$ cat src/cal_pkg.sv
package cal_pkg;
    // Register indices; byte address is four times the index
    localparam logic [7:0] IDX_CSI_ALARM_EN   = 8'h1C;
    localparam logic [7:0] IDX_SENSE_ALARM_EN = 8'h1D;
    localparam logic [7:0] IDX_BC_ALARM_EN    = 8'h1E;
    localparam logic [7:0] IDX_LANE_POL       = 8'h20;
    localparam logic [7:0] IDX_LP_POL         = 8'h21;
    localparam logic [7:0] IDX_HS_DBG         = 8'h22;
    localparam logic [7:0] IDX_LP_DBG         = 8'h23;
    localparam logic [7:0] IDX_TERM_DBG       = 8'h24;
    localparam logic [7:0] IDX_HDR_CTRL       = 8'h31;
    localparam logic [7:0] IDX_BC_CONFIG      = 8'h32;
    localparam logic [7:0] IDX_IRQ_STATUS     = 8'h40;
    localparam logic [7:0] IDX_IRQ_MASK       = 8'h41;
    localparam logic [7:0] IDX_HDR_VIEW       = 8'h42;
    localparam logic [7:0] IDX_SENSE_STATUS   = 8'h43;
    localparam logic [7:0] IDX_TEMP_THRESH    = 8'h44;
    localparam int unsigned IDX_LSB = 2;
    localparam int unsigned IDX_MSB = 9;

    // Reset values
    localparam logic [7:0] RST_CSI_ALARM_EN   = 8'h3F;
    localparam logic [7:0] RST_SENSE_ALARM_EN = 8'h00;
    localparam logic [7:0] RST_ZERO           = 8'h00;
    localparam logic [7:0] RST_HDR_CTRL       = 8'h20;
    localparam logic [7:0] RST_BC_CONFIG      = 8'h09;
    localparam logic [7:0] RST_TEMP_THRESH    = 8'h62;
    localparam logic [18:0] RST_IRQ           = 19'h0_0000;

    // Writable masks; other bits read zero
    localparam logic [7:0] WM_LANE_POL = 8'h1F;
    localparam logic [7:0] WM_DBG      = 8'h7F;

    // Field positions
    localparam int unsigned HDR_SEL_HI   = 7;
    localparam int unsigned HDR_SEL_LO   = 6;
    localparam int unsigned HDR_FIXED    = 5;
    localparam int unsigned HDR_PER_VC   = 4;
    localparam int unsigned TINIT_HI     = 2;
    localparam int unsigned LP_CLK_BIT   = 4;
    localparam int unsigned BC_PASS_ALL  = 7;
    localparam int unsigned BC_PASS_DEC  = 6;
    localparam int unsigned BC_AUTO_ACK  = 5;
    localparam int unsigned BC_PARITY    = 3;
    localparam int unsigned THR_HI_HI    = 6;
    localparam int unsigned THR_HI_LO    = 4;
    localparam int unsigned THR_LO_HI    = 2;

    // Interrupt status layout
    localparam int unsigned IRQ_CSI_LO   = 0;
    localparam int unsigned IRQ_SENSE_LO = 8;
    localparam int unsigned IRQ_BC_LO    = 16;
    localparam int unsigned IRQ_PARITY   = 18;
    localparam int unsigned IRQ_W        = 19;

    // Startup window timing
    localparam int unsigned CLK_HZ        = 10_000_000;
    localparam int unsigned TINIT_STEP_US = 100;
    localparam int unsigned TINIT_STEP_CYC = TINIT_STEP_US * (CLK_HZ / 1_000_000);

    typedef enum logic [1:0] {
        CAL_TM_COUNT = 2'b00,
        CAL_TM_DONE  = 2'b01
    } cal_tm_state_e;
endpackage

$ cat src/cal_tinit_timer.sv
module cal_tinit_timer #(
    parameter int unsigned STEP_CYCLES = cal_pkg::TINIT_STEP_CYC
) (
    input  wire logic       clk,
    input  wire logic       rstn,
    input  wire logic [2:0] code,
    output logic            ignore
);
    initial begin
        if (STEP_CYCLES < 1 || STEP_CYCLES > 65535) begin
            $error("STEP_CYCLES out of range");
        end
    end

    cal_pkg::cal_tm_state_e state_q, state_d;
    logic [15:0] cyc_q, cyc_d;
    logic [2:0]  step_q, step_d;

    // Window is (code + 1) steps; code may move while counting
    always_comb begin
        state_d = state_q;
        cyc_d   = cyc_q;
        step_d  = step_q;
        if (state_q == cal_pkg::CAL_TM_COUNT) begin
            if (cyc_q == 16'(STEP_CYCLES - 1)) begin
                cyc_d = 16'h0000;
                if (step_q >= code) begin
                    state_d = cal_pkg::CAL_TM_DONE;
                end else begin
                    step_d = step_q + 3'd1;
                end
            end else begin
                cyc_d = cyc_q + 16'h0001;
            end
        end
    end

    always_ff @(posedge clk or negedge rstn) begin
        if (!rstn) begin
            state_q <= cal_pkg::CAL_TM_COUNT;
            cyc_q   <= 16'h0000;
            step_q  <= 3'd0;
        end else begin
            state_q <= state_d;
            cyc_q   <= cyc_d;
            step_q  <= step_d;
        end
    end

    assign ignore = (state_q == cal_pkg::CAL_TM_COUNT);
endmodule

$ cat src/cal_regs.sv
// Summary of operation
// - Enable bit 5 gates the no-frame-valid alarm; reset on.
// - Bits 4, 3 gate phy sync, phy control alarms; reset on.
// - Bits 2..0 gate ECC, checksum, length alarms; reset on.
// - Sense bits 5..0 gate temp and volt limit alarms; reset off.
// - Swap bits for data lanes 0-3 and clock lane; reset off.
// - Low-power inversion, clock bit 4, data bits 3:0; reset off.
// - Low-power control ignored (code+1) x 100 us after reset.
// - Select bit, reset one, shows corrected or raw header.
// - Capture bit stores headers per channel; select picks one.
// - Pass-all bit forwards every I2C transaction.
// - Decode bit forwards I2C transactions on address match.
// - Auto-ack bit acks every I2C write locally.
// - Parity checked while config bit 3 set; reset on.
// - Temperature above upper threshold sets over-temperature flag.
//
// The AHB-Lite slave port was chosen for this implementation.
module cal_regs #(
    parameter int unsigned TINIT_STEP_CYCLES = cal_pkg::TINIT_STEP_CYC
) (
    input  wire logic        clk,
    input  wire logic        rstn,
    // AHB-Lite slave
    input  wire logic        hsel,
    input  wire logic [31:0] haddr,
    input  wire logic [1:0]  htrans,
    input  wire logic        hwrite,
    input  wire logic [2:0]  hsize,
    input  wire logic [31:0] hwdata,
    input  wire logic        hready,
    output logic             hreadyout,
    output logic             hresp,
    output logic [31:0]      hrdata,
    output logic             irq,
    // Alarm conditions from pins
    input  wire logic [5:0]  csi_err_cond,
    input  wire logic [3:0]  volt_cond,
    input  wire logic [2:0]  temp_code,
    input  wire logic [1:0]  bc_cond,
    // Lane polarity and low-power control
    output logic [4:0]       lane_swap,
    input  wire logic [4:0]  lp_ctrl_in,
    output logic [4:0]       lp_ctrl_out,
    output logic             lp_ignore,
    // Header capture, same clock
    input  wire logic        hdr_valid,
    input  wire logic [1:0]  hdr_vc,
    input  wire logic [31:0] hdr_raw,
    input  wire logic [31:0] hdr_fixed,
    // I2C forwarding, same clock
    input  wire logic        i2c_start,
    input  wire logic        i2c_write,
    input  wire logic        i2c_addr_match,
    input  wire logic        fc_locked,
    input  wire logic        remote_ack,
    output logic             i2c_forward,
    output logic             i2c_local_ack,
    // Back-channel data, same clock
    input  wire logic        bc_valid,
    input  wire logic [7:0]  bc_data,
    input  wire logic        bc_parity
);
    initial begin
        if (TINIT_STEP_CYCLES < 1 || TINIT_STEP_CYCLES > 65535) begin
            $error("TINIT_STEP_CYCLES out of range");
        end
    end

    function automatic logic [7:0] idx_of(input logic [31:0] a);
        idx_of = a[cal_pkg::IDX_MSB:cal_pkg::IDX_LSB];
    endfunction

    ////////////////////////////////////////////////////////////////////////////
    // Pin synchronisers
    logic [14:0] sync1_q, sync2_q;
    always_ff @(posedge clk or negedge rstn) begin
        if (!rstn) begin
            sync1_q <= 15'h0000;
            sync2_q <= 15'h0000;
        end else begin
            sync1_q <= {csi_err_cond, volt_cond, temp_code, bc_cond};
            sync2_q <= sync1_q;
        end
    end
    logic [5:0] csi_c;
    logic [3:0] volt_c;
    logic [2:0] temp_c;
    logic [1:0] bc_c;
    assign {csi_c, volt_c, temp_c, bc_c} = sync2_q;
    // Lane control has its own pair; with the output register its pin-to-output latency is three cycles
    logic [4:0] lp1_q, lp2_q;
    always_ff @(posedge clk or negedge rstn) begin
        if (!rstn) begin
            lp1_q <= 5'h00;
            lp2_q <= 5'h00;
        end else begin
            lp1_q <= lp_ctrl_in;
            lp2_q <= lp1_q;
        end
    end

    ////////////////////////////////////////////////////////////////////////////
    // AHB address phase capture
    logic        wr_pend_q, wr_pend_d;
    logic [7:0]  wr_idx_q, wr_idx_d;
    logic [31:0] rdata_q, rdata_d;
    logic        take;
    assign take = hsel && hready && htrans[1];

    ////////////////////////////////////////////////////////////////////////////
    // Registers
    logic [7:0] csi_en_q, csi_en_d;
    logic [7:0] sense_en_q, sense_en_d;
    logic [7:0] bc_en_q, bc_en_d;
    logic [7:0] lane_pol_q, lane_pol_d;
    logic [7:0] lp_pol_q, lp_pol_d;
    logic [7:0] hs_dbg_q, hs_dbg_d;
    logic [7:0] lp_dbg_q, lp_dbg_d;
    logic [7:0] term_dbg_q, term_dbg_d;
    logic [7:0] hdr_ctrl_q, hdr_ctrl_d;
    logic [7:0] bc_cfg_q, bc_cfg_d;
    logic [7:0] thr_q, thr_d;
    logic [cal_pkg::IRQ_W-1:0] stat_q, stat_d;
    logic [cal_pkg::IRQ_W-1:0] mask_q, mask_d;
    logic [cal_pkg::IRQ_W-1:0] alarm;
    logic [5:0] sense_flags;
    logic       parity_err;
    logic       wr_now;
    assign wr_now = wr_pend_q;

    // Reading against the programmed threshold
    assign sense_flags = {temp_c > thr_q[cal_pkg::THR_HI_HI:cal_pkg::THR_HI_LO],
                          temp_c < thr_q[cal_pkg::THR_LO_HI:0],
                          volt_c};
    // Odd parity expected over data and parity bit
    assign parity_err = bc_valid && bc_cfg_q[cal_pkg::BC_PARITY]
                        && !(^{bc_data, bc_parity});

    always_comb begin
        alarm = '0;
        alarm[cal_pkg::IRQ_CSI_LO +: 6]   = csi_c & csi_en_q[5:0];
        alarm[cal_pkg::IRQ_SENSE_LO +: 6] = sense_flags & sense_en_q[5:0];
        alarm[cal_pkg::IRQ_BC_LO +: 2]    = bc_c & bc_en_q[1:0];
        alarm[cal_pkg::IRQ_PARITY]        = parity_err;
    end

    always_comb begin
        csi_en_d   = csi_en_q;
        sense_en_d = sense_en_q;
        bc_en_d    = bc_en_q;
        lane_pol_d = lane_pol_q;
        lp_pol_d   = lp_pol_q;
        hs_dbg_d   = hs_dbg_q;
        lp_dbg_d   = lp_dbg_q;
        term_dbg_d = term_dbg_q;
        hdr_ctrl_d = hdr_ctrl_q;
        bc_cfg_d   = bc_cfg_q;
        thr_d      = thr_q;
        mask_d     = mask_q;
        stat_d     = stat_q;
        if (wr_now) begin
            if (wr_idx_q == cal_pkg::IDX_CSI_ALARM_EN) begin
                csi_en_d = hwdata[7:0];
            end else if (wr_idx_q == cal_pkg::IDX_SENSE_ALARM_EN) begin
                sense_en_d = hwdata[7:0];
            end else if (wr_idx_q == cal_pkg::IDX_BC_ALARM_EN) begin
                bc_en_d = hwdata[7:0];
            end else if (wr_idx_q == cal_pkg::IDX_LANE_POL) begin
                lane_pol_d = hwdata[7:0] & cal_pkg::WM_LANE_POL;
            end else if (wr_idx_q == cal_pkg::IDX_LP_POL) begin
                lp_pol_d = hwdata[7:0];
            end else if (wr_idx_q == cal_pkg::IDX_HS_DBG) begin
                hs_dbg_d = hwdata[7:0] & cal_pkg::WM_DBG;
            end else if (wr_idx_q == cal_pkg::IDX_LP_DBG) begin
                lp_dbg_d = hwdata[7:0] & cal_pkg::WM_DBG;
            end else if (wr_idx_q == cal_pkg::IDX_TERM_DBG) begin
                term_dbg_d = hwdata[7:0];
            end else if (wr_idx_q == cal_pkg::IDX_HDR_CTRL) begin
                hdr_ctrl_d = hwdata[7:0];
            end else if (wr_idx_q == cal_pkg::IDX_BC_CONFIG) begin
                bc_cfg_d = hwdata[7:0];
            end else if (wr_idx_q == cal_pkg::IDX_TEMP_THRESH) begin
                thr_d = hwdata[7:0];
            end else if (wr_idx_q == cal_pkg::IDX_IRQ_MASK) begin
                mask_d = hwdata[cal_pkg::IRQ_W-1:0];
            end else if (wr_idx_q == cal_pkg::IDX_IRQ_STATUS) begin
                stat_d = stat_q & ~hwdata[cal_pkg::IRQ_W-1:0];
            end
        end
        // Set after clear so a same-cycle event is kept
        stat_d = stat_d | alarm;
    end

    always_ff @(posedge clk or negedge rstn) begin
        if (!rstn) begin
            csi_en_q   <= cal_pkg::RST_CSI_ALARM_EN;
            sense_en_q <= cal_pkg::RST_SENSE_ALARM_EN;
            bc_en_q    <= cal_pkg::RST_ZERO;
            lane_pol_q <= cal_pkg::RST_ZERO;
            lp_pol_q   <= cal_pkg::RST_ZERO;
            hs_dbg_q   <= cal_pkg::RST_ZERO;
            lp_dbg_q   <= cal_pkg::RST_ZERO;
            term_dbg_q <= cal_pkg::RST_ZERO;
            hdr_ctrl_q <= cal_pkg::RST_HDR_CTRL;
            bc_cfg_q   <= cal_pkg::RST_BC_CONFIG;
            thr_q      <= cal_pkg::RST_TEMP_THRESH;
            mask_q     <= cal_pkg::RST_IRQ;
            stat_q     <= cal_pkg::RST_IRQ;
        end else begin
            csi_en_q   <= csi_en_d;
            sense_en_q <= sense_en_d;
            bc_en_q    <= bc_en_d;
            lane_pol_q <= lane_pol_d;
            lp_pol_q   <= lp_pol_d;
            hs_dbg_q   <= hs_dbg_d;
            lp_dbg_q   <= lp_dbg_d;
            term_dbg_q <= term_dbg_d;
            hdr_ctrl_q <= hdr_ctrl_d;
            bc_cfg_q   <= bc_cfg_d;
            thr_q      <= thr_d;
            mask_q     <= mask_d;
            stat_q     <= stat_d;
        end
    end

    ////////////////////////////////////////////////////////////////////////////
    // Header capture
    logic [31:0] hraw_q [4];
    logic [31:0] hfix_q [4];
    logic [31:0] hraw_d [4];
    logic [31:0] hfix_d [4];
    logic [1:0]  wr_slot, rd_slot;
    logic [31:0] hdr_view;

    always_comb begin
        // Without per-channel capture every header lands in slot 0
        wr_slot = hdr_ctrl_q[cal_pkg::HDR_PER_VC] ? hdr_vc : 2'd0;
        rd_slot = hdr_ctrl_q[cal_pkg::HDR_PER_VC] ?
                  hdr_ctrl_q[cal_pkg::HDR_SEL_HI:cal_pkg::HDR_SEL_LO] : 2'd0;
        hraw_d = hraw_q;
        hfix_d = hfix_q;
        if (hdr_valid) begin
            hraw_d[wr_slot] = hdr_raw;
            hfix_d[wr_slot] = hdr_fixed;
        end
        hdr_view = hdr_ctrl_q[cal_pkg::HDR_FIXED] ? hfix_q[rd_slot] : hraw_q[rd_slot];
    end

    always_ff @(posedge clk or negedge rstn) begin
        if (!rstn) begin
            hraw_q <= '{default: 32'h0000_0000};
            hfix_q <= '{default: 32'h0000_0000};
        end else begin
            hraw_q <= hraw_d;
            hfix_q <= hfix_d;
        end
    end

    ////////////////////////////////////////////////////////////////////////////
    // Startup window and lane outputs
    logic       ign;
    logic [4:0] lp_out_d, lp_out_q;
    logic [4:0] swap_q;
    logic       ign_q;

    cal_tinit_timer #(
        .STEP_CYCLES (TINIT_STEP_CYCLES)
    ) u_tinit (
        .clk    (clk),
        .rstn   (rstn),
        .code   (hdr_ctrl_q[cal_pkg::TINIT_HI:0]),
        .ignore (ign)
    );

    always_comb begin
        // Held low while the startup window runs
        lp_out_d = ign ? 5'h00 : (lp2_q ^ lp_pol_q[cal_pkg::LP_CLK_BIT:0]);
    end

    always_ff @(posedge clk or negedge rstn) begin
        if (!rstn) begin
            lp_out_q <= 5'h00;
            swap_q   <= 5'h00;
            ign_q    <= 1'b1;
        end else begin
            lp_out_q <= lp_out_d;
            swap_q   <= lane_pol_q[4:0];
            ign_q    <= ign;
        end
    end

    ////////////////////////////////////////////////////////////////////////////
    // I2C forwarding and acknowledge
    logic fwd_d, fwd_q, ack_d, ack_q;
    always_comb begin
        fwd_d = 1'b0;
        ack_d = 1'b0;
        if (i2c_start) begin
            fwd_d = bc_cfg_q[cal_pkg::BC_PASS_ALL]
                    || (bc_cfg_q[cal_pkg::BC_PASS_DEC] && i2c_addr_match);
            if (i2c_write) begin
                ack_d = bc_cfg_q[cal_pkg::BC_AUTO_ACK]
                        || (fc_locked && remote_ack);
            end else begin
                ack_d = fc_locked && remote_ack;
            end
        end
    end

    always_ff @(posedge clk or negedge rstn) begin
        if (!rstn) begin
            fwd_q <= 1'b0;
            ack_q <= 1'b0;
        end else begin
            fwd_q <= fwd_d;
            ack_q <= ack_d;
        end
    end

    ////////////////////////////////////////////////////////////////////////////
    // Bus read mux and phase tracking
    logic irq_q;
    always_comb begin
        wr_pend_d = take && hwrite;
        wr_idx_d  = take ? idx_of(haddr) : wr_idx_q;
        rdata_d   = 32'h0000_0000;
        if (take && !hwrite) begin
            if (wr_idx_d == cal_pkg::IDX_CSI_ALARM_EN) begin
                rdata_d[7:0] = csi_en_q;
            end else if (wr_idx_d == cal_pkg::IDX_SENSE_ALARM_EN) begin
                rdata_d[7:0] = sense_en_q;
            end else if (wr_idx_d == cal_pkg::IDX_BC_ALARM_EN) begin
                rdata_d[7:0] = bc_en_q;
            end else if (wr_idx_d == cal_pkg::IDX_LANE_POL) begin
                rdata_d[7:0] = lane_pol_q;
            end else if (wr_idx_d == cal_pkg::IDX_LP_POL) begin
                rdata_d[7:0] = lp_pol_q;
            end else if (wr_idx_d == cal_pkg::IDX_HS_DBG) begin
                rdata_d[7:0] = hs_dbg_q;
            end else if (wr_idx_d == cal_pkg::IDX_LP_DBG) begin
                rdata_d[7:0] = lp_dbg_q;
            end else if (wr_idx_d == cal_pkg::IDX_TERM_DBG) begin
                rdata_d[7:0] = term_dbg_q;
            end else if (wr_idx_d == cal_pkg::IDX_HDR_CTRL) begin
                rdata_d[7:0] = hdr_ctrl_q;
            end else if (wr_idx_d == cal_pkg::IDX_BC_CONFIG) begin
                rdata_d[7:0] = bc_cfg_q;
            end else if (wr_idx_d == cal_pkg::IDX_TEMP_THRESH) begin
                rdata_d[7:0] = thr_q;
            end else if (wr_idx_d == cal_pkg::IDX_IRQ_STATUS) begin
                rdata_d[cal_pkg::IRQ_W-1:0] = stat_q;
            end else if (wr_idx_d == cal_pkg::IDX_IRQ_MASK) begin
                rdata_d[cal_pkg::IRQ_W-1:0] = mask_q;
            end else if (wr_idx_d == cal_pkg::IDX_HDR_VIEW) begin
                rdata_d = hdr_view;
            end else if (wr_idx_d == cal_pkg::IDX_SENSE_STATUS) begin
                rdata_d[6:0] = {ign, sense_flags};
            end
        end
    end

    always_ff @(posedge clk or negedge rstn) begin
        if (!rstn) begin
            wr_pend_q <= 1'b0;
            wr_idx_q  <= 8'h00;
            rdata_q   <= 32'h0000_0000;
            irq_q     <= 1'b0;
        end else begin
            wr_pend_q <= wr_pend_d;
            wr_idx_q  <= wr_idx_d;
            rdata_q   <= rdata_d;
            irq_q     <= |(stat_d & mask_q);
        end
    end

    // Zero wait states; every access, mapped or not, answers OKAY
    logic rdy_q;
    always_ff @(posedge clk or negedge rstn) begin
        if (!rstn) begin
            rdy_q <= 1'b1;
        end else begin
            rdy_q <= 1'b1;
        end
    end

    assign hreadyout     = rdy_q;
    assign hresp         = 1'b0;
    assign hrdata        = rdata_q;
    assign irq           = irq_q;
    assign lane_swap     = swap_q;
    assign lp_ctrl_out   = lp_out_q;
    assign lp_ignore     = ign_q;
    assign i2c_forward   = fwd_q;
    assign i2c_local_ack = ack_q;
endmodule

$ cat config.mk
export PLATFORM = sky130hd
export DESIGN_NAME = cal_regs
export DESIGN_NICKNAME = d
export VERILOG_FILES = /design/src/cal_pkg.sv /design/src/cal_tinit_timer.sv /design/src/cal_regs.sv
export SDC_FILE = /design/constraint.sdc
export NUM_CORES = 1
export LEC_CHECK = 0
export BUFFER_PORTS_ARGS = -buffer_cell sky130_fd_sc_hd__buf_2
export CORE_ASPECT_RATIO = 0.8
export CORE_MARGIN = 2
export CORE_UTILIZATION = 50
export CTS_CLUSTER_DIAMETER = 80
export DETAILED_ROUTE_END_ITERATION = 8
export PLACE_DENSITY_LB_ADDON = 0.08
export SYNTH_ARGS = -nofsm -noshare
export SYNTH_HDL_FRONTEND = slang
export SYNTH_SLANG_ARGS = --single-unit
$ cat constraint.sdc
create_clock -name clk -period 1.9 [get_ports clk]
set_input_delay 0.19 -clock clk [delete_from_list [all_inputs] [get_ports clk]]
set_output_delay 0.19 -clock clk [all_outputs]
set_load 0.02 [all_outputs]
==> impl_metrics.tcl, run 1 <==
set metrics [dict create \
    timing.final.crit_period_ns 2.34 \
    async_reset_ff_frac 1.00 \
    cts-buffers-inserted 50 \
    cp.depth 9 \
    powerDensity_nw_per_um2 928 \
    p_leak_uw 0.0132 \
    synthTopCellsByArea "dfrtp_1 (54%), mux2_2 (18%), mux4_2 (3.1%), mux2i_1 (2.6%), nand2_1 (1.7%)" \
    slew_headroom 0.151 \
    grt_pass1_wl_mm 95.9 \
    fmax_ghz 0.427 \
    htreeDepth 2 \
    core_area_sq_um 43300 \
    critPathCapture "hrdata[6]$_DFF_PN0_" \
    start_util 0.508 \
    finalSetupViolCount 109 \
    area_delta_synth_final_pct 32.0 \
    maxSlewViolCount 0 \
    final_core_util 0.671 \
    hold_class "primary input to flip-flop" \
    worstPathArrival_ns 2.83 \
    via_per_inst 5.79 \
    worst_pin_slew_ns 1.26 \
    drive_above_1_share 0.462 \
    antenna_left 0 \
    crit_start "haddr[3]" \
    hold_viol 0 \
    synth_cell_types 80 \
    rsz0062_at_grt "true" \
    rows 68 \
    synth_edf_count 0 \
    vias 15884 \
    fin_crit_sh 1.23 \
    clk_latency_ns 0.59 \
    clockPowerShare 0.370 \
    synth-seq-area-share 0.560 \
    ys.flop_type "dfrtp_1" \
    syn_inst 1642 \
    yosysMostFrequentCell "dfrtp_1" \
    grt_max_degree 64 \
    cts-root-buf "clkbuf_16" \
    comb_power_share 0.166 \
    r2r_end "irq$_DFF_PN0_" \
    reg2reg_slack_ns -0.44 \
    cp_max_fo 6 \
    synthTopCellsByCount "dfrtp_1 (479), mux2_2 (350), nand2_1 (97), nor2_1 (60), mux2i_1 (57)" \
    slowest_delay_ns 1.05 \
    die_w_um 239 \
    peakVddDrop_v 0.00102 \
    cts_buffer_depth 3 \
    synthesis.nets 1828 \
    ys.warnings.count 0 \
    cap_violations 0 \
    synth_top_area_frac 0.545 \
    synth.cell_area_sq_um 22000 \
    crit_path_cell_trace "buf_2 > nor4b_1 > nand3_1 > nand2_1 > buf_4 > nor2_1 > o211ai_1 > o2111ai_1 > a31oi_1" \
    tns_ns -21.42 \
    routedWlPerCell_um 22.9 \
    wl_mm 62.8 \
    required_ns 2.39 \
    worstSetupStartpointType "primary input" \
    ios 224 \
    fill_cells 3177 \
    cts_tree "done" \
    path_clk_slew_ns 0.06 \
    die-area_sq_um 45700 \
    r2r-start "wr_idx_q[1]$_DFF_PN0_" \
    p_int_uw 20200 \
    die_height_um 192 \
    clock_skew_ns 0.0312 \
    dr.first_iter.drc_count 1223 \
    netSwitchingPower_uw 6810 \
    status "finished, violations left" \
    syn_area_per_cell_sq_um 13.4 \
    gp_congestion 0.972 \
    cp-end-kind "flip-flop" \
    first_pass_iters 6 \
    path_buf_inv 2 \
    antenna_found_initial 2 \
    worstRegToRegCells 9 \
    ys_ff_latch 492 \
    seqPwrFrac 0.464 \
    synth_largest_area_cell "dfrtp_1" \
    swShare 0.253 \
    drc_errors 0 \
    cp_slowest_cell "nor4b_1" \
    critPathTopFamily "simple AND/OR/NAND/NOR gates" \
    fin_ws_ns -0.444 \
    dp_hpwl_mm 42.9 \
    grt_pass1_vias 16070 \
    path_class "primary input to flip-flop" \
    port_buffers 180 \
    layout.nets 2332 \
    clkSinkCount 492 \
    violations "negative setup slack" \
    grt.overflow.total 0 \
    grtUsageTotal 0.278 \
]
-- metrics by stage --
| step | hold WS, ns | instances | total power [uW] | area [sq um] | setup WS [ns] |
|---|---|---|---|---|---|
| global route | 0.0470 | 2744 | 28100 | 29100 | -0.503 |
| CTS | 0.00264 | 2736 | 27100 | 28800 | -0.405 |
| global placement | 0.172 | 2513 | 16500 | 25300 | -0.707 |
| finish | 0.0394 | 2745 | 27000 | 29100 | -0.444 |
| floorplan | -0.106 | 1642 | 14900 | 22100 | -0.104 |
| detailed placement | 0.178 | 2513 | 16700 | 25300 | -0.657 |
-- worst min-delay path, stage by stage --
cell and delay [ns]:
buf_2 0.16, buf_4 0.12, nand2_1 0.05, nand2_1 0.07
-- routing by layer --
metal | vias up | part of all wire | global-route usage
met2 | 592 | 0.43 | 0.401
li1 | 7104 | - | -
met5 | - | 0 | 0
met4 | 0 | 0.024 | 0.0786
met3 | 97 | 0.081 | 0.0601
met1 | 8091 | 0.47 | 0.422
-- final cells by class --
type,instances,area (sq um),area share
flip-flops and latches,492,12300,0.425
multi-input cells,1034,9700,0.334
repair buffers,548,4570,0.157
clock buffers,77,1500,0.0517
well taps,560,701,0.0241
clock inverters,13,164,0.00564
inverters,20,75.1,0.00258
diodes,1,2.50,0.0000861
-- registers in the layout (all words and copies together) (netlist names), 15 cells and up --
| register | count |
|---|---|
| hfix_q | 128 |
| hraw_q | 128 |
| stat_q | 19 |
| mask_q | 19 |
| hrdata | 32 |
| u_tinit.cyc_q | 16 |
| sync1_q | 15 |
| sync2_q | 15 |
-- worst min path at each step --
stage | endpoint | slack (ns) | startpoint | cells past startpoint
after floorplan | bc_cfg_q[1]$_DFFE_PN0P_ | -0.11 | rstn | 0
after global placement | hrdata[27]$_DFF_PN0_ | 0.17 | rstn | 1
after detailed placement | hrdata[27]$_DFF_PN0_ | 0.18 | rstn | 1
after CTS | wr_idx_q[7]$_DFF_PN0_ | 0.003 | haddr[9] | 4
after global routing | wr_idx_q[5]$_DFF_PN0_ | 0.05 | haddr[7] | 4
final | wr_idx_q[7]$_DFF_PN0_ | 0.04 | haddr[9] | 4
-- power groups by stage --
stage               Clock [uW]  Sequential, uW  Combinational (uW)
floorplan                    0           12400                2460
global placement             0           12600                3910
detailed placement           0           12700                4000
CTS                      10200           12500                4400
global route             10600           12700                4830
finish                    9960           12500                4480
-- cell usage in the layout (no fill, tap or decap), types with 16 or more instances in the layout --
cell	instances
nand3_1	20
inv_1	19
buf_4	197
a22o_1	16
buf_6	20
mux2_4	42
buf_12	38
a21oi_1	50
a211oi_1	26
mux4_2	30
dlygate4sd3_1	108
a221oi_1	16
o21ai_0	25
clkbuf_16	50
mux2i_1	57
nor2_1	54
mux2_2	322
dfrtp_1	475
xnor2_1	24
buf_2	179
nand2_1	87
a22oi_1	25
-- logic make-up after synthesis --
kind of cell | after synthesis | synth area share
flip-flops | 492 | 0.560
multiplexers | 454 | 0.245
AND/OR/NAND/NOR | 284 | 0.0696
AO/OA/AOI/OAI | 254 | 0.0835
buffers and inverters | 118 | 0.0246
XOR/XNOR | 28 | 0.0111
adder cells (fa/ha/maj) | 10 | 0.00569
other | 2 | 0.000341
-- timing repair --
action,CTS,global route
pin swaps,26,14
endpoints found under the hold margin,386,0
hold buffers,108,0
endpoints found under the setup margin,109,122
cloned,5,2
resized for setup,98,53
setup buffers,21,8
Note: power is estimated with default switching activity, not from simulation.
==> inputs of run 2 (changes only) <==
--- a/config.mk
+++ b/config.mk
@@ -5,6 +5,7 @@
 export SDC_FILE = /design/constraint.sdc
 export NUM_CORES = 1
 export LEC_CHECK = 0
+export ABC_AREA = 1
 export BUFFER_PORTS_ARGS = -buffer_cell sky130_fd_sc_hd__buf_2
 export CORE_ASPECT_RATIO = 0.8
 export CORE_MARGIN = 2
@@ -14,4 +15,5 @@
 export PLACE_DENSITY_LB_ADDON = 0.08
 export SYNTH_ARGS = -nofsm -noshare
 export SYNTH_HDL_FRONTEND = slang
+export SYNTH_HIERARCHICAL = 1
 export SYNTH_SLANG_ARGS = --single-unit
==> impl_metrics.tcl, run 2 <==
set metrics [dict create \
    status "finished, violations left" \
    violations "negative setup slack" \
    synth_largest_area_cell "dfrtp_1" \
    routedWlPerCell_um 18.8 \
    ios 224 \
    use_met2 0.438 \
    use_met1 0.444 \
    synth_cell_types 58 \
    grt.overflow.total 0 \
    finalSetupViolCount 73 \
    cp-end-kind "flip-flop" \
    async_reset_ff_frac 1.00 \
    timing.final.crit_period_ns 2.25 \
    port_buffers 180 \
    die_height_um 192 \
    first_pass_iters 8 \
    clk_latency_ns 0.60 \
    fin_crit_sh 1.18 \
    cap_violations 0 \
    die_w_um 239 \
    worstPathArrival_ns 2.73 \
    ys_ff_latch 492 \
    required_ns 2.38 \
    synth-seq-area-share 0.556 \
    synthesis.nets 2785 \
    worstHoldStart "hwdata[1]" \
    drive_above_1_share 0.260 \
    hold_depth 4 \
    crit_path_cell_trace "inv_2 > nand2_2 > o21ai_4 > buf_6 > buf_6 > buf_6 > nor2_4 > nand2_4 > buf_12 > or2_2 > nand2_2 > nand3_2 > nand2_1 > nand2_1 > nand2_2 > a21oi_2" \
    hold_viol 0 \
    final_cell_mix "nand2_1 (689), dfrtp_1 (477), o21ai_0 (365)" \
    grt_pass1_vias 18981 \
    peakVddDrop_v 0.000785 \
    busiest_layer "met1" \
    ys.flop_type "dfrtp_1" \
    gp_congestion 0.955 \
    cp_max_fo 8 \
    cts-buffers-inserted 50 \
    synth_top_area_frac 0.541 \
    synthTopCellsByArea "dfrtp_1 (54%), nand2_1 (13%), o21ai_0 (8.9%), inv_1 (3.8%), nand3_1 (3.5%)" \
    cp.depth 16 \
    fin_ws_ns -0.351 \
    p_leak_uw 0.0146 \
    worst_pin_slew_ns 0.689 \
    maxSlewViolCount 0 \
    syn_inst 2599 \
    ys.warnings.count 6 \
    core_area_sq_um 43500 \
    cts-root-buf "clkbuf_16" \
    wl_mm 69.1 \
    rows 68 \
    antenna_found_initial 3 \
    clkSinkCount 492 \
    clock_skew_ns 0.0181 \
    area_delta_synth_final_pct 34.0 \
    met3_usage 0.0638 \
    syn_area_per_cell_sq_um 8.53 \
    start_util 0.510 \
    min_to "stat_q[1]$_DFF_PN0_" \
    grt_pass1_wl_mm 106 \
    path_clk_slew_ns 0.06 \
    htreeDepth 2 \
    slew_headroom 0.540 \
    synth_edf_count 0 \
    p_int_uw 19100 \
    drc_errors 0 \
    clockPowerShare 0.402 \
    final_core_util 0.683 \
    critPathTopFamily "simple AND/OR/NAND/NOR gates" \
    swShare 0.264 \
    synth.cell_area_sq_um 22200 \
    netSwitchingPower_uw 6870 \
    dr.first_iter.drc_count 1810 \
    reg2reg_slack_ns -0.35 \
    via_per_inst 5.44 \
    r2r-start "wr_idx_q[5]$_DFF_PN0_" \
    fmax_ghz 0.444 \
    comb_power_share 0.133 \
    powerDensity_nw_per_um2 875 \
    worstRegToRegCells 16 \
    tns_ns -10.21 \
    worstSetupStartpointType "flip-flop" \
    p_total_uw 26000 \
    grtUsageTotal 0.298 \
    dp_hpwl_mm 45.1 \
    yosysMostFrequentCell "nand2_1" \
    slowest_delay_ns 0.42 \
    layout.nets 3219 \
    fill_cells 3499 \
    vias 19965 \
    die-area_sq_um 46000 \
    path_buf_inv 5 \
    seqPwrFrac 0.465 \
    r2r_end "hrdata[0]$_DFF_PN0_" \
    synthTopCellsByCount "nand2_1 (754), dfrtp_1 (479), o21ai_0 (395), inv_1 (227), nand3_1 (156)" \
    antenna_left 0 \
    hold_class "primary input to flip-flop" \
    final_common_cell "nand2_1" \
    grt_max_degree 69 \
    rsz0062_at_grt "true" \
    num_antenna_cells 0 \
    cts_tree "done" \
    cp_slowest_cell "dfrtp_1" \
    path_class "flip-flop to flip-flop" \
    cts_buffer_depth 3 \
]
## run 2: cell count changes after synthesis, sizes merged, moves of 56 or more
| cell | before | now |
|---|---|---|
| nand2 | 98 | 778 |
| nand3 | 24 | 160 |
| clkbuf | 53 | 109 |
| mux2 | 367 | 9 |
| mux2i | 57 | 0 |
| inv | 20 | 232 |
| o21ai | 36 | 400 |
| nor2 | 61 | 118 |
## run 2: kinds of logic after synthesis
logic type | after synthesis | synth area share
multiplexers | 9 | 0.00457
other | 2 | 0.000339
buffers and inverters | 379 | 0.0668
XOR/XNOR | 15 | 0.00593
AO/OA/AOI/OAI | 569 | 0.145
AND/OR/NAND/NOR | 1123 | 0.215
adder cells (fa/ha/maj) | 10 | 0.00564
flip-flops | 492 | 0.556
## run 2: worst min-delay path, cell delays in order
cell and delay [ns]:
buf_2 0.11, a21boi_0 0.17, a21oi_1 0.08, inv_1 0.06
## run 2: power groups by stage
stage | Clock [uW] | Combinational [uW] | Sequential [uW]
floorplan | 0 | 1680 | 12100
global placement | 0 | 2760 | 12200
detailed placement | 0 | 2850 | 12200
CTS | 10600 | 3210 | 12100
global route | 11100 | 3860 | 12200
finish | 10500 | 3450 | 12100
## run 2: timing repair
item / CTS / global route
pin swaps: 36 / 92
hold buffers: 115 / 1
setup endpoints to repair: 86 / 88
gates cloned: 5 / 6
resized for setup: 120 / 224
hold endpoints to repair: 789 / 1
buffers inserted: 20 / 21
## run 2: area by class of cell
| class | instances | area [sq um] | share of cell area |
|---|---|---|---|
| inverter | 234 | 903 | 0.0304 |
| clock inverter | 21 | 223 | 0.00750 |
| sequential | 492 | 12300 | 0.415 |
| timing repair buffer | 527 | 4590 | 0.155 |
| multi-input combinational | 1728 | 9380 | 0.316 |
| clock buffer | 73 | 1530 | 0.0515 |
| tap | 595 | 744 | 0.0251 |
## run 2: metrics by stage
stage	hold slack, ns	setup WS [ns]	cell area, sq um	std cells
after detailed placement	0.138	-0.549	25000	3411
after floorplan	-0.106	-0.0896	22200	2599
after CTS	0.00215	-0.267	28600	3643
after global placement	0.139	-0.541	25000	3411
after global routing	0.0749	-0.471	29700	3670
final	0.0537	-0.351	29700	3670
## run 2: per-layer routing
metal | up-vias | routed length (um)
met2 | 809 | 30300
li1 | 9332 | -
met5 | - | 98
met4 | 8 | 1650
met1 | 9674 | 31400
met3 | 142 | 5630
## run 2: how the worst max path moves through the flow
stage | slack (ns) | endpoint | from
finish | -0.35 | hrdata[0]$_DFF_PN0_ | wr_idx_q[5]$_DFF_PN0_
global route | -0.47 | irq$_DFF_PN0_ | wr_idx_q[3]$_DFF_PN0_
CTS | -0.27 | hrdata[0]$_DFF_PN0_ | hdr_ctrl_q[6]$_DFFE_PN0P_
detailed placement | -0.55 | hrdata[0]$_DFF_PN0_ | hdr_ctrl_q[5]$_DFFE_PN1P_
global placement | -0.54 | hrdata[0]$_DFF_PN0_ | hdr_ctrl_q[5]$_DFFE_PN1P_
floorplan | -0.09 | hrdata[10]$_DFF_PN0_ | htrans[1]
==> inputs of run 3 (changes only) <==
--- a/config.mk
+++ b/config.mk
@@ -8,7 +8,7 @@
 export ABC_AREA = 1
 export BUFFER_PORTS_ARGS = -buffer_cell sky130_fd_sc_hd__buf_2
 export CORE_ASPECT_RATIO = 0.8
-export CORE_MARGIN = 2
+export CORE_MARGIN = 10
 export CORE_UTILIZATION = 50
 export CTS_CLUSTER_DIAMETER = 80
 export DETAILED_ROUTE_END_ITERATION = 8
==> impl_metrics.tcl, run 3 (synthesis results as in run 2) <==
set metrics [dict create \
    status "finished, violations left" \
    violations "negative setup slack" \
    fin_ws_ns -0.314 \
    wl_mm 69.8 \
    cts-root-buf "clkbuf_16" \
    drive_above_1_share 0.259 \
    grtUsageTotal 0.254 \
    path_class "flip-flop to flip-flop" \
    hold_viol 0 \
    first_pass_iters 5 \
    swShare 0.266 \
    antenna_left 0 \
    tns_ns -6.87 \
    cts-buffers-inserted 50 \
    slew_headroom 0.436 \
    timing.hold.ws_ns 0.0680 \
    vias 19844 \
    clock_skew_ns 0.0242 \
    die-area_sq_um 53200 \
    fmax_ghz 0.452 \
    worstSetupStartpointType "flip-flop" \
    ios 224 \
    grt_pass1_vias 19558 \
    cts_tree "done" \
    start_util 0.510 \
    timing.final.crit_period_ns 2.21 \
    routedWlPerCell_um 19.0 \
    comb_power_share 0.137 \
    port_buffers 180 \
    core_area_sq_um 43500 \
    rsz0062_at_grt "true" \
    final_common_cell "nand2_1" \
    clkSinkCount 492 \
    worst_pin_slew_ns 0.844 \
    powerDensity_nw_per_um2 856 \
    hold_class "primary input to async pin" \
    cap_violations 0 \
    layout.nets 3217 \
    grt_max_degree 87 \
    seqPwrFrac 0.477 \
    path_clk_slew_ns 0.06 \
    dp_hpwl_mm 46.3 \
    antenna_found_initial 2 \
    cp-end-kind "flip-flop" \
    cts_buffer_depth 3 \
    die_w_um 255 \
    clockPowerShare 0.386 \
    clk_latency_ns 0.60 \
    p_int_uw 18600 \
    rows 68 \
    die_height_um 208 \
    p_leak_uw 0.0146 \
    htreeDepth 2 \
    area_delta_synth_final_pct 33.4 \
    final_cell_mix "nand2_1 (682), dfrtp_1 (477), o21ai_0 (346)" \
    p_total_uw 25300 \
    dr.first_iter.drc_count 1951 \
    cp_max_fo 6 \
    drc_errors 0 \
    peakVddDrop_v 0.000702 \
    grt.overflow.total 0 \
    via_per_inst 5.41 \
    required_ns 2.43 \
    worstPathArrival_ns 2.74 \
    gp_congestion 0.971 \
    netSwitchingPower_uw 6720 \
    grt_pass1_wl_mm 109 \
    finalSetupViolCount 52 \
    fin_crit_sh 1.17 \
    maxSlewViolCount 0 \
]
==> run 3: cell count changes in the layout (fill, tap and decap cells not counted), sizes merged, moves of 2 or more <==
| cell | before | now |
|---|---|---|
| bufinv | 4 | 2 |
| clkbuf | 79 | 76 |
| buf | 402 | 407 |
| bufbuf | 3 | 1 |
| clkinvlp | 4 | 2 |
| dlygate4sd3 | 116 | 113 |
==> run 3: critical path, cell delays in order (launching register included) <==
cell,delay (ns)
dfrtp_1,0.41
inv_2,0.12
nand2_2,0.08
nand2_4,0.09
buf_6,0.12
nand2_8,0.07
nor2_4,0.15
buf_6,0.16
buf_4,0.13
nand3_2,0.06
nand3_2,0.11
o21bai_4,0.06
nand2_2,0.06
nand2_2,0.06
nand3_2,0.07
nand2_1,0.07
nand2_1,0.07
nand2_2,0.08
a21oi_2,0.14
==> run 3: power by group through the flow <==
stage	Combinational, uW	Sequential, uW	Clock, uW
after floorplan	1680	12100	0
after detailed placement	2890	12200	0
after CTS	3260	12000	9920
final	3470	12100	9760
after global routing	3900	12200	10400
after global placement	2810	12200	0
==> run 3: per-layer routing <==
| layer | up-vias | track usage | part of all wire |
|---|---|---|---|
| met5 | - | 0 | 0 |
| met2 | 729 | 0.386 | 0.45 |
| met4 | 0 | 0.0563 | 0.021 |
| met3 | 110 | 0.0594 | 0.081 |
| met1 | 9655 | 0.362 | 0.45 |
| li1 | 9350 | - | - |
==> run 3: worst paths after layout <==
check / slack, ns / depth (start not counted) / startpoint / to
setup / recovery: -0.31 / 18 / wr_idx_q[2]$_DFF_PN0_ / hrdata[3]$_DFF_PN0_
hold / removal: 0.07 / 2 / rstn / hraw_q[91]$_DFFE_PN0P_
setup reg to reg: -0.31 / 18 / wr_idx_q[2]$_DFF_PN0_ / hrdata[3]$_DFF_PN0_
hold reg to reg: 0.35 / 0 / sync1_q[5]$_DFF_PN0_ / sync2_q[5]$_DFF_PN0_
max in group asynchronous: 1.02 / 3 / rstn / lp_ignore$_DFF_PN1_
min in group clk: 0.08 / 5 / hwdata[1] / stat_q[1]$_DFF_PN0_
==> run 3: stage by stage <==
stage / cells / util / setup slack (ns) / cell area, sq um
2_1_floorplan: 2599 / - / -0.0896 / 22200
3_3_place_gp: 3417 / 0.578 / -0.483 / 25100
3_5_place_dp: 3417 / 0.578 / -0.482 / 25100
4_1_cts: 3647 / 0.660 / -0.224 / 28700
5_1_grt: 3666 / 0.680 / -0.403 / 29600
6_report: 3666 / 0.680 / -0.314 / 29600
==> run 3: cell type report <==
type,count,area [sq um]
multi-input combinational,1730,9440
inverter,234,895
antenna,1,2.50
fill,3435,13900
sequential,492,12300
timing repair buffer,523,4550
clock buffer,74,1460
tap,595,744
clock inverter,17,151
==> run 3: what timing repair did <==
action,CTS,global route
pin swaps,38,80
endpoints found under the hold margin,736,0
hold buffers,113,0
setup buffers,21,21
cloned,5,4
gates resized for setup,142,234
endpoints found under the setup margin,92,97
